File: src/hdl/acc_defines.vh
/*
 Constants for the analog comparator control block: register addresses,
 field positions, reset values, trigger mode codes and debounce overflow count.
 Assumes inclusion by bare name from the design files.
*/
`ifndef ACC_DEFINES_VH
`define ACC_DEFINES_VH

`define ACC_CTRL_ADDR 8'h9e
`define ACC_SEL_ADDR 8'h9f
`define ACC_CTRL_RESET 8'h00
`define ACC_SEL_RESET 8'h00

`define ACC_CTRL_IDLE_RUN 7
`define ACC_CTRL_PD_RUN 6
`define ACC_CTRL_RESULT 5
`define ACC_CTRL_FLAG 4
`define ACC_CTRL_ENABLE 3
`define ACC_CTRL_MODE_HI 2
`define ACC_CTRL_MODE_LO 0

`define ACC_SEL_MINUS_HI 7
`define ACC_SEL_MINUS_LO 4
`define ACC_SEL_PLUS_HI 1
`define ACC_SEL_PLUS_LO 0
`define ACC_SEL_WMASK 8'hf3

`define ACC_IE_IRQ_BIT 6

`define ACC_MODE_LOW 3'h0
`define ACC_MODE_RISE 3'h1
`define ACC_MODE_TOG_DB 3'h2
`define ACC_MODE_RISE_DB 3'h3
`define ACC_MODE_FALL 3'h4
`define ACC_MODE_TOG 3'h5
`define ACC_MODE_FALL_DB 3'h6
`define ACC_MODE_HIGH 3'h7

`define ACC_MINUS_EXT 4'h0
`define ACC_DB_OVF_COUNT 2'h2

`endif

File: src/hdl/acc_ctrl.v
/*
 Analog comparator control: two special function registers, result
 sampling, trigger detection with optional debounce, match flag, interrupt
 and wake-up requests.
 Assumes a CPU register port on clk_sys, analog levels as 8-bit codes,
 a one-cycle Timer 1 overflow pulse, and idle/power-down state inputs.
*/
// How it works
// - Result is 1 when selected plus level exceeds selected minus level.
// - Plus select bits 1:0 route one of four plus pins.
// - Minus bits 7:4: zero picks minus pin, else n/16 of supply.
// - Control bit 5 reads current result; writes to it are ignored.
// - Enable bit 3 runs comparator; clear forces result low, blocks flag.
// - Flag bit 4 set by hardware on trigger match; cleared by software.
// - Modes 000 low, 001 rise, 100 fall, 101 toggle, 111 high.
// - Modes 010, 011, 110 are debounced toggle, rise and fall.
// - Raw compare output is sampled every system clock cycle.
// - Debounce waits two timer overflows, resamples, sets flag if matching.
// - Control bit 7 keeps comparator running in idle when set.
// - Control bit 6 keeps comparator running in power-down when set.
// - Enabled comparator and irq give wake-up from allowed low-power state.
// - Power-down wake-up only in low-level or high-level modes.
// - Interrupt request is match flag gated by enable bit 6.
`timescale 1ns/1ps
`default_nettype none
`include "acc_defines.vh"

module acc_ctrl (
  input wire clk_sys,
  input wire rst_n,
  input wire [7:0] reg_addr,
  input wire reg_wr,
  input wire reg_rd,
  input wire [7:0] reg_wdata,
  output reg [7:0] reg_rdata,
  input wire [7:0] interrupt_enable_reg,
  input wire [7:0] plus_pin_0,
  input wire [7:0] plus_pin_1,
  input wire [7:0] plus_pin_2,
  input wire [7:0] plus_pin_3,
  input wire [7:0] minus_pin,
  input wire timer1_overflow,
  input wire idle_state,
  input wire powerdown_state,
  output wire compare_result,
  output wire comparator_irq,
  output wire wakeup_req
);

  localparam DB_IDLE = 1'b0;
  localparam DB_WAIT = 1'b1;

  reg idle_run_enable_reg;
  reg powerdown_run_enable_reg;
  reg match_flag_reg;
  reg match_flag_next;
  reg comparator_enable_reg;
  reg [2:0] trigger_mode_sel_reg;
  reg [3:0] minus_ref_select_reg;
  reg [1:0] plus_select_reg;
  reg sample_reg;
  reg prev_reg;
  reg db_state_reg;
  reg db_expect_reg;
  reg [1:0] db_count_reg;
  reg event_hit;
  reg db_start;
  reg db_fire;

  wire [7:0] plus_level;
  wire [7:0] minus_level;
  wire running;
  wire raw_result;
  wire rise;
  wire fall;
  wire ctrl_wr;
  wire sel_wr;
  wire [7:0] ctrl_read;
  wire [7:0] sel_read;
  wire level_mode;
  wire comparator_irq_enable;

  acc_input_mux u_mux (
    .plus_select(plus_select_reg),
    .minus_ref_select(minus_ref_select_reg),
    .plus_pin_0(plus_pin_0),
    .plus_pin_1(plus_pin_1),
    .plus_pin_2(plus_pin_2),
    .plus_pin_3(plus_pin_3),
    .minus_pin(minus_pin),
    .plus_level(plus_level),
    .minus_level(minus_level)
  );

  // Gating by enable and low-power run bits
  assign running = comparator_enable_reg &
                   (~idle_state | idle_run_enable_reg) &
                   (~powerdown_state | powerdown_run_enable_reg);

  // Compare, forced low when not enabled
  assign raw_result = running & (plus_level > minus_level);

  assign ctrl_wr = reg_wr & (reg_addr == `ACC_CTRL_ADDR);
  assign sel_wr = reg_wr & (reg_addr == `ACC_SEL_ADDR);

  // Sample every clock cycle
  always @(posedge clk_sys or negedge rst_n) begin
    if (!rst_n) begin
      sample_reg <= 1'b0;
      prev_reg <= 1'b0;
    end else begin
      sample_reg <= raw_result;
      prev_reg <= sample_reg;
    end
  end

  assign compare_result = sample_reg;
  assign rise = sample_reg & ~prev_reg;
  assign fall = ~sample_reg & prev_reg;

  // Trigger mode decode
  always @* begin
    event_hit = 1'b0;
    db_start = 1'b0;
    case (trigger_mode_sel_reg)
      `ACC_MODE_LOW: event_hit = ~sample_reg;
      `ACC_MODE_RISE: event_hit = rise;
      `ACC_MODE_FALL: event_hit = fall;
      `ACC_MODE_TOG: event_hit = rise | fall;
      `ACC_MODE_HIGH: event_hit = sample_reg;
      `ACC_MODE_TOG_DB: db_start = rise | fall;
      `ACC_MODE_RISE_DB: db_start = rise;
      `ACC_MODE_FALL_DB: db_start = fall;
      default: event_hit = 1'b0;
    endcase
  end

  // Debounce: count two overflows then resample
  always @(posedge clk_sys or negedge rst_n) begin
    if (!rst_n) begin
      db_state_reg <= DB_IDLE;
      db_expect_reg <= 1'b0;
      db_count_reg <= 2'h0;
    end else begin
      case (db_state_reg)
        DB_IDLE: begin
          if (db_start & running) begin
            db_state_reg <= DB_WAIT;
            db_expect_reg <= sample_reg;
            db_count_reg <= 2'h0;
          end
        end
        DB_WAIT: begin
          if (!running) begin
            db_state_reg <= DB_IDLE;
          end else if (timer1_overflow) begin
            if (db_count_reg + 2'h1 == `ACC_DB_OVF_COUNT) begin
              db_state_reg <= DB_IDLE;
            end
            db_count_reg <= db_count_reg + 2'h1;
          end
        end
        default: db_state_reg <= DB_IDLE;
      endcase
    end
  end

  always @* begin
    db_fire = (db_state_reg == DB_WAIT) & running & timer1_overflow &
              (db_count_reg + 2'h1 == `ACC_DB_OVF_COUNT) &
              (sample_reg == db_expect_reg);
  end

  // Flag: hardware set wins over software clear
  always @* begin
    match_flag_next = match_flag_reg;
    if (ctrl_wr) begin
      match_flag_next = reg_wdata[`ACC_CTRL_FLAG];
    end
    if (running & (event_hit | db_fire)) begin
      match_flag_next = 1'b1;
    end
  end

  always @(posedge clk_sys or negedge rst_n) begin
    if (!rst_n) begin
      idle_run_enable_reg <= 1'b0;
      powerdown_run_enable_reg <= 1'b0;
      match_flag_reg <= 1'b0;
      comparator_enable_reg <= 1'b0;
      trigger_mode_sel_reg <= 3'h0;
      minus_ref_select_reg <= 4'h0;
      plus_select_reg <= 2'h0;
    end else begin
      match_flag_reg <= match_flag_next;
      if (ctrl_wr) begin
        // Result bit not writable
        idle_run_enable_reg <= reg_wdata[`ACC_CTRL_IDLE_RUN];
        powerdown_run_enable_reg <= reg_wdata[`ACC_CTRL_PD_RUN];
        comparator_enable_reg <= reg_wdata[`ACC_CTRL_ENABLE];
        trigger_mode_sel_reg <=
          reg_wdata[`ACC_CTRL_MODE_HI:`ACC_CTRL_MODE_LO];
      end
      if (sel_wr) begin
        minus_ref_select_reg <=
          reg_wdata[`ACC_SEL_MINUS_HI:`ACC_SEL_MINUS_LO];
        plus_select_reg <= reg_wdata[`ACC_SEL_PLUS_HI:`ACC_SEL_PLUS_LO];
      end
    end
  end

  // Read views; result bit live
  assign ctrl_read = {idle_run_enable_reg, powerdown_run_enable_reg,
                      sample_reg, match_flag_reg, comparator_enable_reg,
                      trigger_mode_sel_reg};
  assign sel_read = {minus_ref_select_reg, 2'h0, plus_select_reg} &
                    `ACC_SEL_WMASK;

  always @(posedge clk_sys or negedge rst_n) begin
    if (!rst_n) begin
      reg_rdata <= 8'h00;
    end else if (reg_rd) begin
      if (reg_addr == `ACC_CTRL_ADDR) begin
        reg_rdata <= ctrl_read;
      end else if (reg_addr == `ACC_SEL_ADDR) begin
        reg_rdata <= sel_read;
      end else begin
        reg_rdata <= 8'h00;
      end
    end
  end

  // Interrupt request
  assign comparator_irq_enable = interrupt_enable_reg[`ACC_IE_IRQ_BIT];
  assign comparator_irq = match_flag_reg & comparator_irq_enable;

  // Wake-up, level modes only in power-down
  assign level_mode = (trigger_mode_sel_reg == `ACC_MODE_LOW) |
                      (trigger_mode_sel_reg == `ACC_MODE_HIGH);
  assign wakeup_req = comparator_irq & running &
                      (idle_state | powerdown_state) &
                      (~powerdown_state | level_mode);

endmodule
`default_nettype wire

File: src/hdl/acc_input_mux.v
/*
 Input selection for the comparator: picks one of four plus pins and
 either the minus pin or an internal fraction of supply for the minus side.
 Assumes analog levels arrive as unsigned 8-bit codes on the system clock,
 with the supply represented as full scale 8'hff + 1.
*/
`timescale 1ns/1ps
`default_nettype none
`include "acc_defines.vh"

module acc_input_mux (
  input wire [1:0] plus_select,
  input wire [3:0] minus_ref_select,
  input wire [7:0] plus_pin_0,
  input wire [7:0] plus_pin_1,
  input wire [7:0] plus_pin_2,
  input wire [7:0] plus_pin_3,
  input wire [7:0] minus_pin,
  output reg [7:0] plus_level,
  output wire [7:0] minus_level
);

  // Plus pin routing
  always @* begin
    case (plus_select)
      2'h0: plus_level = plus_pin_0;
      2'h1: plus_level = plus_pin_1;
      2'h2: plus_level = plus_pin_2;
      2'h3: plus_level = plus_pin_3;
      default: plus_level = plus_pin_0;
    endcase
  end

  // Minus pin or n/16 of supply
  assign minus_level = (minus_ref_select == `ACC_MINUS_EXT) ? minus_pin :
                       {minus_ref_select, 4'h0};

endmodule
`default_nettype wire

File: config.mk
export PLATFORM = sky130hd
export DESIGN_NAME = acc_ctrl
export DESIGN_NICKNAME = d
export VERILOG_FILES = /design/src/hdl/acc_ctrl.v /design/src/hdl/acc_input_mux.v
export VERILOG_INCLUDE_DIRS = /design/src /design/src/hdl
export SDC_FILE = /design/constraint.sdc
export NUM_CORES = 1
export LEC_CHECK = 0
export BUFFER_PORTS_ARGS = -buffer_cell sky130_fd_sc_hd__buf_2
export CAP_MARGIN = 20
export CORE_MARGIN = 2
export CORE_UTILIZATION = 44
export DETAILED_ROUTE_END_ITERATION = 16
export PLACE_DENSITY = 0.76
export SLEW_MARGIN = 25
export SYNTH_ARGS = -nofsm -noshare
export SYNTH_HDL_FRONTEND = slang
export SYNTH_SLANG_ARGS = --single-unit
File: constraint.sdc
create_clock -name clk_sys -period 5.8 [get_ports clk_sys]
set_clock_uncertainty 0.2 [all_clocks]
set_input_delay 0.87 -clock clk_sys [delete_from_list [all_inputs] [get_ports clk_sys]]
set_output_delay 0.87 -clock clk_sys [all_outputs]
set_load 0.05 [all_outputs]
==> results.md, run 1 <==
* Critical Path RT at roughly 4700 ps
* Core area at roughly 0.004 sq mm
* R2R setup slack at 3520 ps
* Final nets at 319
* Met3 Usage GRT at 3.17%
* Syn Std Cell Area at roughly 0.0018 sq mm
* Flops & latches, synth at 27
* Endpoints failing hold at 0
* Cell taking the most area after synthesis: dfrtp_1
* Post-route core utilization at around 57%
* Row count at 23
* Mean Syn Cell Area at about 11 sq um
* Post-cts sizing count at 0
* Warnings from Yosys at 0
* Vias per inst at between 5 and 6
* Outcome: finished clean
* Number of flops mapped to enable cells by yosys at 0
* RePlAce Congestion at 0.837
* Total CTS buffers at 3
* Least-Margin Pin Slew at 734 ps
* Multi-input gate area at ~0.0010 sq mm
* Clk slew on worst S/H paths at approximately 90 ps
* Die ar. at roughly 0.0046 sq mm
* Cell with the most instances after synthesis: dfrtp_1
* Post-synth top flop: dfrtp_1
* Starting Density at around 45%
* Setup tns final at 0 ps
* Synth top area share at a little under two fifths
* Drt initial violations at approximately 90
* Largest net degree at the start of global routing at 28
* Setup violators final at 0
* Sequential-to-total area share from yosys stat at between 30% and 40%
* Most Crowded Layer GR: met2
* Critical path type: input pin to output port
* Setup bufs post-CTS at 0
* I/O pin cnt at 82
* Register Area at roughly 680 sq um
* Clk buf depth at 2
* Fin crit period at just under 3000 ps
* Slew Viols, Final at 0
* Simple-Gate Fraction of Synth Area at between 20% and 30%
* Crit-path max FO at 6
* Synthesis-to-finish area growth at 25.5%
* Vias at 1,542
* Max_cap viols at 0
* Root Buffer: clkbuf_8
* First-pass GRT wire length at between 6000 and 7000 um
* CTS H-tree lvls at 1
* Filler cells at around 370
* Post-CTS Hold Buffers at 0
* CTS tree: yes
* Top cells by area, synth: dfrtp_1 (38%), mux4_2 (10%), ha_1 (7.7%), mux2_2 (7.0%), nand2_1 (3.8%)
* Post-synth ARST share at 100%
* Max reg flops at 8
* Worst Setup Start Kind: input pin
* Initial antenna violation count at 0
* Synth cell count leaders: dfrtp_1 (27), nand2_1 (18), ha_1 (11), mux2_2 (11)
* Synth Area in Compound Gates at between 10% and 20%
* Final wirelength at slightly below 4000 um
* CP Capture Type: output port
* Final period util at 50.8%
* DRC Markers at 0
* Post-Synth Adder-Cell Area at 7.74%
* Detailed Routing Iterations Pass 1 at 4
* Number of diodes at 0
* DP HPWL at roughly 3300 um
* Worst min path class: flip-flop to flip-flop
* CTS Sinks at 27
* PortBufs at between 70 and 80
* DRT antenna net count at 0
* Largest family of logic cells by synthesized area: simple AND/OR/NAND/NOR gates
* Share of cells above drive strength 1 at between 40% and 50%
* Die Ht at ~68 um
* WP data arrival at between 1500 and 2000 ps
* Max frequency at about 0.34 GHz
* Grt met1 use at about a quarter
* Leakage Power at between 1 and 1.5 nW
* Mux contribution to synthesized area at roughly 18%
* Max_slew headroom at roughly half
* Syn Nets at roughly 240
* Synth unique cells at around 40
* Met2 Use GR at 30.6%
* Clk_lat worst skew at about 270 ps
* Vias in the first global route at approximately 1,500
* Post-synthesis xor/xnor area fraction at 0%
* RSZ-0062 raised after global routing: false
* Chip Width at ~68 um
* Grt ovf at 0
* Pwr Density at around 170 mW/mm^2
* DR WL/cell at about 14 um
* Cell count after synthesis at around 160
* VDD IR max at around 0.00012 V
* Total GRT Usage at slightly below 20%
-- worst paths after layout --
| check | from | to | depth (start not counted) |
|---|---|---|---|
| max in group asynchronous | rst_n | plus_select_reg[0] | 1 |
| worst min register to register | reg_rdata[1] | reg_rdata[1] | 2 |
| worst min-delay path | reg_rdata[1] | reg_rdata[1] | 2 |
| worst max register to register | plus_select_reg[0] | compare_result | 6 |
| min in group asynchronous | rst_n | reg_rdata[3] | 1 |
| worst max-delay path | powerdown_state | wakeup_req | 5 |
-- through the flow --
step / cells / area [sq um] / power [mW] / hold WS, ps / setup WS [ps]
after floorplan: 162 / 1780 / 0.253 / 257 / 2850
after global placement: 282 / 2190 / 0.287 / 268 / 2860
after detailed placement: 282 / 2190 / 0.290 / 266 / 2870
after CTS: 286 / 2230 / 0.395 / 288 / 2860
after global routing: 286 / 2230 / 0.414 / 332 / 2760
final: 286 / 2230 / 0.390 / 280 / 2850
-- report_power, final --
part / internal [mW] / switching, mW / total [mW]
sequential: 0.193 / 0.00905 / 0.202
clock: 0.0492 / 0.0549 / 0.104
combinational: 0.0451 / 0.0390 / 0.0841
total: 0.287 / 0.103 / 0.390
-- layout by cell type (no fill, tap or decap), drive strengths merged --
cell      n
nand3b    1
ha       11
o211ai    4
a21oi     5
a2bb2oi   2
and2      3
o21bai    2
mux2     12
a211oi    1
a22o      2
dfrtp    27
nand3    10
or3       1
clkbuf    4
nand2    18
a21o      1
nor2      6
and3      1
nand4     5
mux4      8
a311oi    1
a31oi     6
a211o     1
nor3      2
nand4b    3
o21ai     6
nor4      2
buf      74
mux2i     1
inv      10
o2111a    1
nand2b    5
-- per-layer routing --
metal / routed length, um / part of all wire, % / vias up
li1: - / - / 763
met1: 1810 / 46 / 732
met2: 1870 / 48 / 41
met3: 193 / 4.9 / 6
met4: 57 / 1.5 / 0
met5: 0 / 0 / -
-- critical path: stages --
cell	delay, ps
buf_2	120
nand2b_1	100
and3_1	290
o2111a_1	230
buf_2	260
-- cells by family after synthesis --
kind of cell    Yosys count
mux                      21
flops                    27
simple gates             57
compound gates           32
buf+inv                  14
fa+ha+maj                11
-- area by class of cell --
type	count	share of cell area, %
timing repair buffer	74	16.6
tap	50	2.80
clock buffer	4	2.02
inverter	10	1.68
multi-input combinational	121	46.6
sequential	27	30.3
(Power assumes the default switching activity.)
==> inputs of run 2 (changes only) <==
--- a/config.mk
+++ b/config.mk
@@ -9,7 +9,7 @@
 export BUFFER_PORTS_ARGS = -buffer_cell sky130_fd_sc_hd__buf_2
 export CAP_MARGIN = 20
 export CORE_MARGIN = 2
-export CORE_UTILIZATION = 44
+export CORE_UTILIZATION = 42
 export DETAILED_ROUTE_END_ITERATION = 16
 export PLACE_DENSITY = 0.76
 export SLEW_MARGIN = 25
==> constraint.sdc (replaced) <==
create_clock -name clk_sys -period 2.45 [get_ports clk_sys]
set_clock_uncertainty 0.2 [all_clocks]
set_input_delay 0.3675 -clock clk_sys [delete_from_list [all_inputs] [get_ports clk_sys]]
set_output_delay 0.3675 -clock clk_sys [all_outputs]
set_load 0.05 [all_outputs]
==> run 2 against run 1 <==
Against the previous run:
- utilization shrank 0.75 points
- sequential share of layout area fell by 0.25 points
- clock power increased by 140%
- hold slack got worse by 160 ps
==> results.md, run 2 (synthesized netlist as in run 1, its figures left out) <==
* Pwr Density at around 420 mW/mm^2
* Number of diodes at 0
* Endpoints failing hold at 0
* Worst Reg2Reg Path Length in Cells at 5
* DP HPWL at between 3000 and 4000 um
* Hold Path End: minus_ref_select_reg[1]
* Share of cells above drive strength 1 at 45.0%
* Crit-path max FO at 10
* Vias at around 1,600
* Sw frac at 26.9%
* I/O pin cnt at 82
* Reg-to-reg startpoint: plus_select_reg[0]
* RePlAce Congestion at 0.886
* Most common library cell in the layout ignoring fill and taps: buf_2
* Clk_lat worst skew at approximately 270 ps
* Slew Viols, Final at 0
* CTS H-tree lvls at 1
* Worst Setup Start Kind: flip-flop
* Synthesis-to-finish area growth at 26.5%
* Sw Pwr at roughly 0.25 mW
* Setup tns final at 0 ps
* Hold depth at 2
* Drt initial violations at 97
* WP data arrival at 2280 ps
* Max reg flops at 8
* Die ar. at about 0.0048 sq mm
* Clk slew on worst S/H paths at roughly 90 ps
* DRT antenna net count at 0
* PortBufs at 74
* Critical Path RT at approximately 2400 ps
* CTS tree: yes
* Row count at 23
* Critical path type: flip-flop to flip-flop
* Detailed Routing Iterations Pass 1 at 4
* Vias per inst at around 5.4
* Core area at a little over 0.004 sq mm
* Clock share of power at a little over a quarter
* Max_cap viols at 0
* VDD IR max at approximately 0.00018 V
* Die Ht at 69.1 um
* Sequential share of power at 51.2%
* R2R setup slack at roughly 170 ps
* Vias in the first global route at about 1,600
* Leakage Power at 1.11 nW
* Least-Margin Pin Slew at roughly 600 ps
* Starting Density at 44.2%
* Largest net degree at the start of global routing at 28
* Max_slew headroom at 60.1%
* Chip Width at roughly 69 um
* Final nets at 321
* Setup violators final at 0
* First-pass GRT wire length at about 7400 um
* Pint at a little under 0.7 mW
* Total CTS buffers at 3
* Comb power frac at 22.1%
* Final hold slack at 118 ps
* Worst min path class: input pin to flip-flop
* FF-to-FF End: compare_result
* DRC Markers at 0
* Final wirelength at 4140 um
* Final Power at between 0.9 and 1 mW
* Fin crit period at about 2300 ps
* DR WL/cell at roughly 14 um
* Worst Min Path Start: reg_wdata[5]
* Outcome: finished clean
* Initial antenna violation count at 0
* Clk buf depth at 2
* Most frequent cells in the layout: buf_2 (74), dfrtp_1 (27), nand2_1 (18)
* Total GRT Usage at between 10% and 20%
* CP Capture Type: flip-flop
* Grt ovf at 0
* Post-cts sizing count at 0
* Max frequency at 0.438 GHz
* CTS Sinks at 27
* RSZ-0062 raised after global routing: false
* Final period util at about 93%
* Root Buffer: clkbuf_8
run 2: critical path, cell delays in order (launching register included):
cell,delay [ps]
dfrtp_1,650
mux4_2,570
ha_1,340
nand4_1,130
o21bai_1,170
a31oi_1,140
run 2: power by group through the flow:
stage | Combinational [mW] | Clock (mW) | Sequential (mW)
4_1_cts | 0.207 | 0.262 | 0.479
5_1_grt | 0.235 | 0.272 | 0.482
3_3_place_gp | 0.198 | 0 | 0.486
3_5_place_dp | 0.205 | 0 | 0.488
2_1_floorplan | 0.123 | 0 | 0.476
6_report | 0.207 | 0.249 | 0.479
run 2: per-stage QoR:
stage / worst slack, ps / area [sq um] / std cells / util [%]
after floorplan: 375 / 1780 / 162 / -
after global placement: 221 / 2190 / 283 / 54.5
after detailed placement: 183 / 2190 / 283 / 54.5
after CTS: 162 / 2250 / 288 / 55.9
after global routing: 20.8 / 2250 / 288 / 55.9
final: 168 / 2250 / 288 / 55.9
run 2: repair_timing:
action,CTS,global route
hold buffers,1,0
hold endpoints to repair,27,0
setup buffers,0,0
run 2: final cells by class:
class | count | area (sq um)
clock inverter | 1 | 5.00
timing repair buffer | 76 | 388
fill | 360 | 1780
clock buffer | 3 | 41.3
inverter | 10 | 37.5
multi-input combinational | 121 | 1040
sequential | 27 | 676
tap | 50 | 62.6
run 2: metal layers:
metal | vias to the layer above | part of all wire, % | global-route usage [%]
li1 | 768 | - | -
met1 | 738 | 45 | 24.5
met2 | 43 | 50 | 31.9
met3 | 2 | 4.5 | 2.63
met4 | 0 | 0.46 | 6.10
met5 | - | 0 | 0
run 2: worst max path at each step:
stage	cells past startpoint	slack [ps]	end	from
5_1_grt	6	20	compare_result	plus_select_reg[0]
2_1_floorplan	6	370	db_expect_reg	compare_result
6_report	5	170	compare_result	plus_select_reg[0]
3_3_place_gp	6	220	compare_result	plus_select_reg[0]
3_5_place_dp	5	180	compare_result	plus_select_reg[1]
4_1_cts	5	160	compare_result	plus_select_reg[1]
==> inputs of run 3 (changes only) <==
--- a/config.mk
+++ b/config.mk
@@ -8,7 +8,6 @@
 export LEC_CHECK = 0
 export BUFFER_PORTS_ARGS = -buffer_cell sky130_fd_sc_hd__buf_2
 export CAP_MARGIN = 20
-export CORE_MARGIN = 2
 export CORE_UTILIZATION = 42
 export DETAILED_ROUTE_END_ITERATION = 16
 export PLACE_DENSITY = 0.76
==> run 3 against run 2 <==
Against the previous run:
- worst setup slack gained 28 ps
- clock power about the same
- critical path depth is the same
- sequential power about the same
- first-iteration DRC count down 28%
- count of clock-buffer cells in the layout stayed put
- largest cell class unchanged
==> results.md, run 3 (synthesized netlist as in run 1, its figures left out) <==
* RSZ-0062 raised after global routing: false
* Final period util at 92.0%
* Pwr Density at 412 mW/mm^2
* Max_slew headroom at between 60% and 70%
* Vias in the first global route at 1,467
* Post-route core utilization at between 50% and 60%
* Max_cap viols at 0
* Vias at approximately 1,600
* Max frequency at 0.444 GHz
* PortBufs at between 70 and 80
* Setup violators final at 0
* Die ar. at 0.00450 sq mm
* Die Ht at 67.1 um
* Starting Density at ~44%
* Endpoints failing hold at 0
* Most common library cell in the layout ignoring fill and taps: buf_2
* Most frequent cells in the layout: buf_2 (74), dfrtp_1 (27), nand2_1 (18)
* RePlAce Congestion at approximately 0.9
* Post-cts sizing count at 0
* Synthesis-to-finish area growth at 26.9%
* DP HPWL at 3370 um
* Crit-path max FO at 10
* Clk slew on worst S/H paths at approximately 90 ps
* WP data arrival at approximately 2200 ps
* VDD IR max at approximately 0.00031 V
* Critical Path RT at roughly 2400 ps
* CTS H-tree lvls at 1
* Post-place instance area at 0.00220 sq mm
* Core area at roughly 0.004 sq mm
* CTS Sinks at 27
* Max reg flops at 8
* DRT antenna net count at 0
* Total CTS buffers at 3
* Filler cells at 384
* Largest net degree at the start of global routing at 28
* CTS tree: yes
* Final instance area at between 0.002 and 0.0025 sq mm
* DR WL/cell at roughly 14 um
* Row count at 23
* Critical path type: flip-flop to flip-flop
* Clk_lat worst skew at ~270 ps
* Grt ovf at 0
* Share of cells above drive strength 1 at roughly 45%
* Initial antenna violation count at 0
* Total GRT Usage at about a fifth
* Setup tns final at 0 ps
* First-pass GRT wire length at around 6800 um
* DRC Markers at 0
* Root Buffer: clkbuf_8
* Least-Margin Pin Slew at ~600 ps
* Chip Width at roughly 67 um
* CP Capture Type: flip-flop
* Detailed Routing Iterations Pass 1 at 5
* Drt initial violations at 70
* Final wirelength at a little over 4000 um
* Worst min path class: input pin to flip-flop
* Final nets at 322
* Worst Setup Start Kind: flip-flop
* Fin crit period at 2250 ps
* Number of diodes at 0
* Vias per inst at 5.42
* Clk buf depth at 2
* I/O pin cnt at 82
* Slew Viols, Final at 0
* Leakage Power at between 1 and 1.5 nW
* Outcome: finished clean
-- run 3: cell count changes in the layout (fill, tap and decap cells not counted), sizes merged --
cell	before	now
buf	75	76
-- run 3: final timing paths --
kind	start	endpoint	slack [ps]	cells after the start
setup reg to reg	plus_select_reg[1]	compare_result	200	5
hold / removal	reg_wdata[1]	trigger_mode_sel_reg[1]	120	3
setup / recovery	plus_select_reg[1]	compare_result	200	5
min in group asynchronous	rst_n	prev_reg	420	2
max in group asynchronous	rst_n	db_count_reg[1]	1220	2
hold reg to reg	reg_rdata[1]	reg_rdata[1]	300	2
-- run 3: layout make-up --
class,instances,area [sq um],share of cell area [%]
multi-input combinational,121,1040,46.1
tap,50,62.6,2.77
clock inverter,1,5.00,0.222
sequential,27,676,29.9
clock buffer,3,41.3,1.83
timing repair buffer,77,395,17.5
inverter,10,37.5,1.66
-- run 3: per-layer routing --
layer	vias to the layer above	wire length [um]	GRT usage (%)
li1	770	-	-
met1	744	1720	27.9
met2	49	2070	32.4
met3	2	247	4.11
met4	0	27	4.26
met5	-	0	0
-- run 3: stage by stage --
step	instances	total power [mW]	setup slack (ps)	hold WS (ps)
2_1_floorplan	162	0.599	375	-128
3_3_place_gp	284	0.685	249	208
3_5_place_dp	284	0.693	190	211
4_1_cts	289	0.941	174	128
5_1_grt	289	0.988	36.9	118
6_report	289	0.930	196	122
-- run 3: report_power, final --
group	internal (mW)	switching, mW	total [mW]
clock network	0.114	0.133	0.247
logic	0.111	0.0938	0.205
registers	0.457	0.0210	0.478
total	0.682	0.248	0.930
-- run 3: timing repair --
action / CTS / global route
hold endpoints to repair: 27 / 0
hold buffers: 1 / 0
buffers inserted: 0 / 0
setup endpoints to repair: 0 / 0
-- run 3: worst max-delay path, cell delays in order, from the launching register on --
cell	delay [ps]
dfrtp_1	670
mux4_2	570
ha_1	310
nand4_1	130
o21ai_0	200
a31oi_1	60
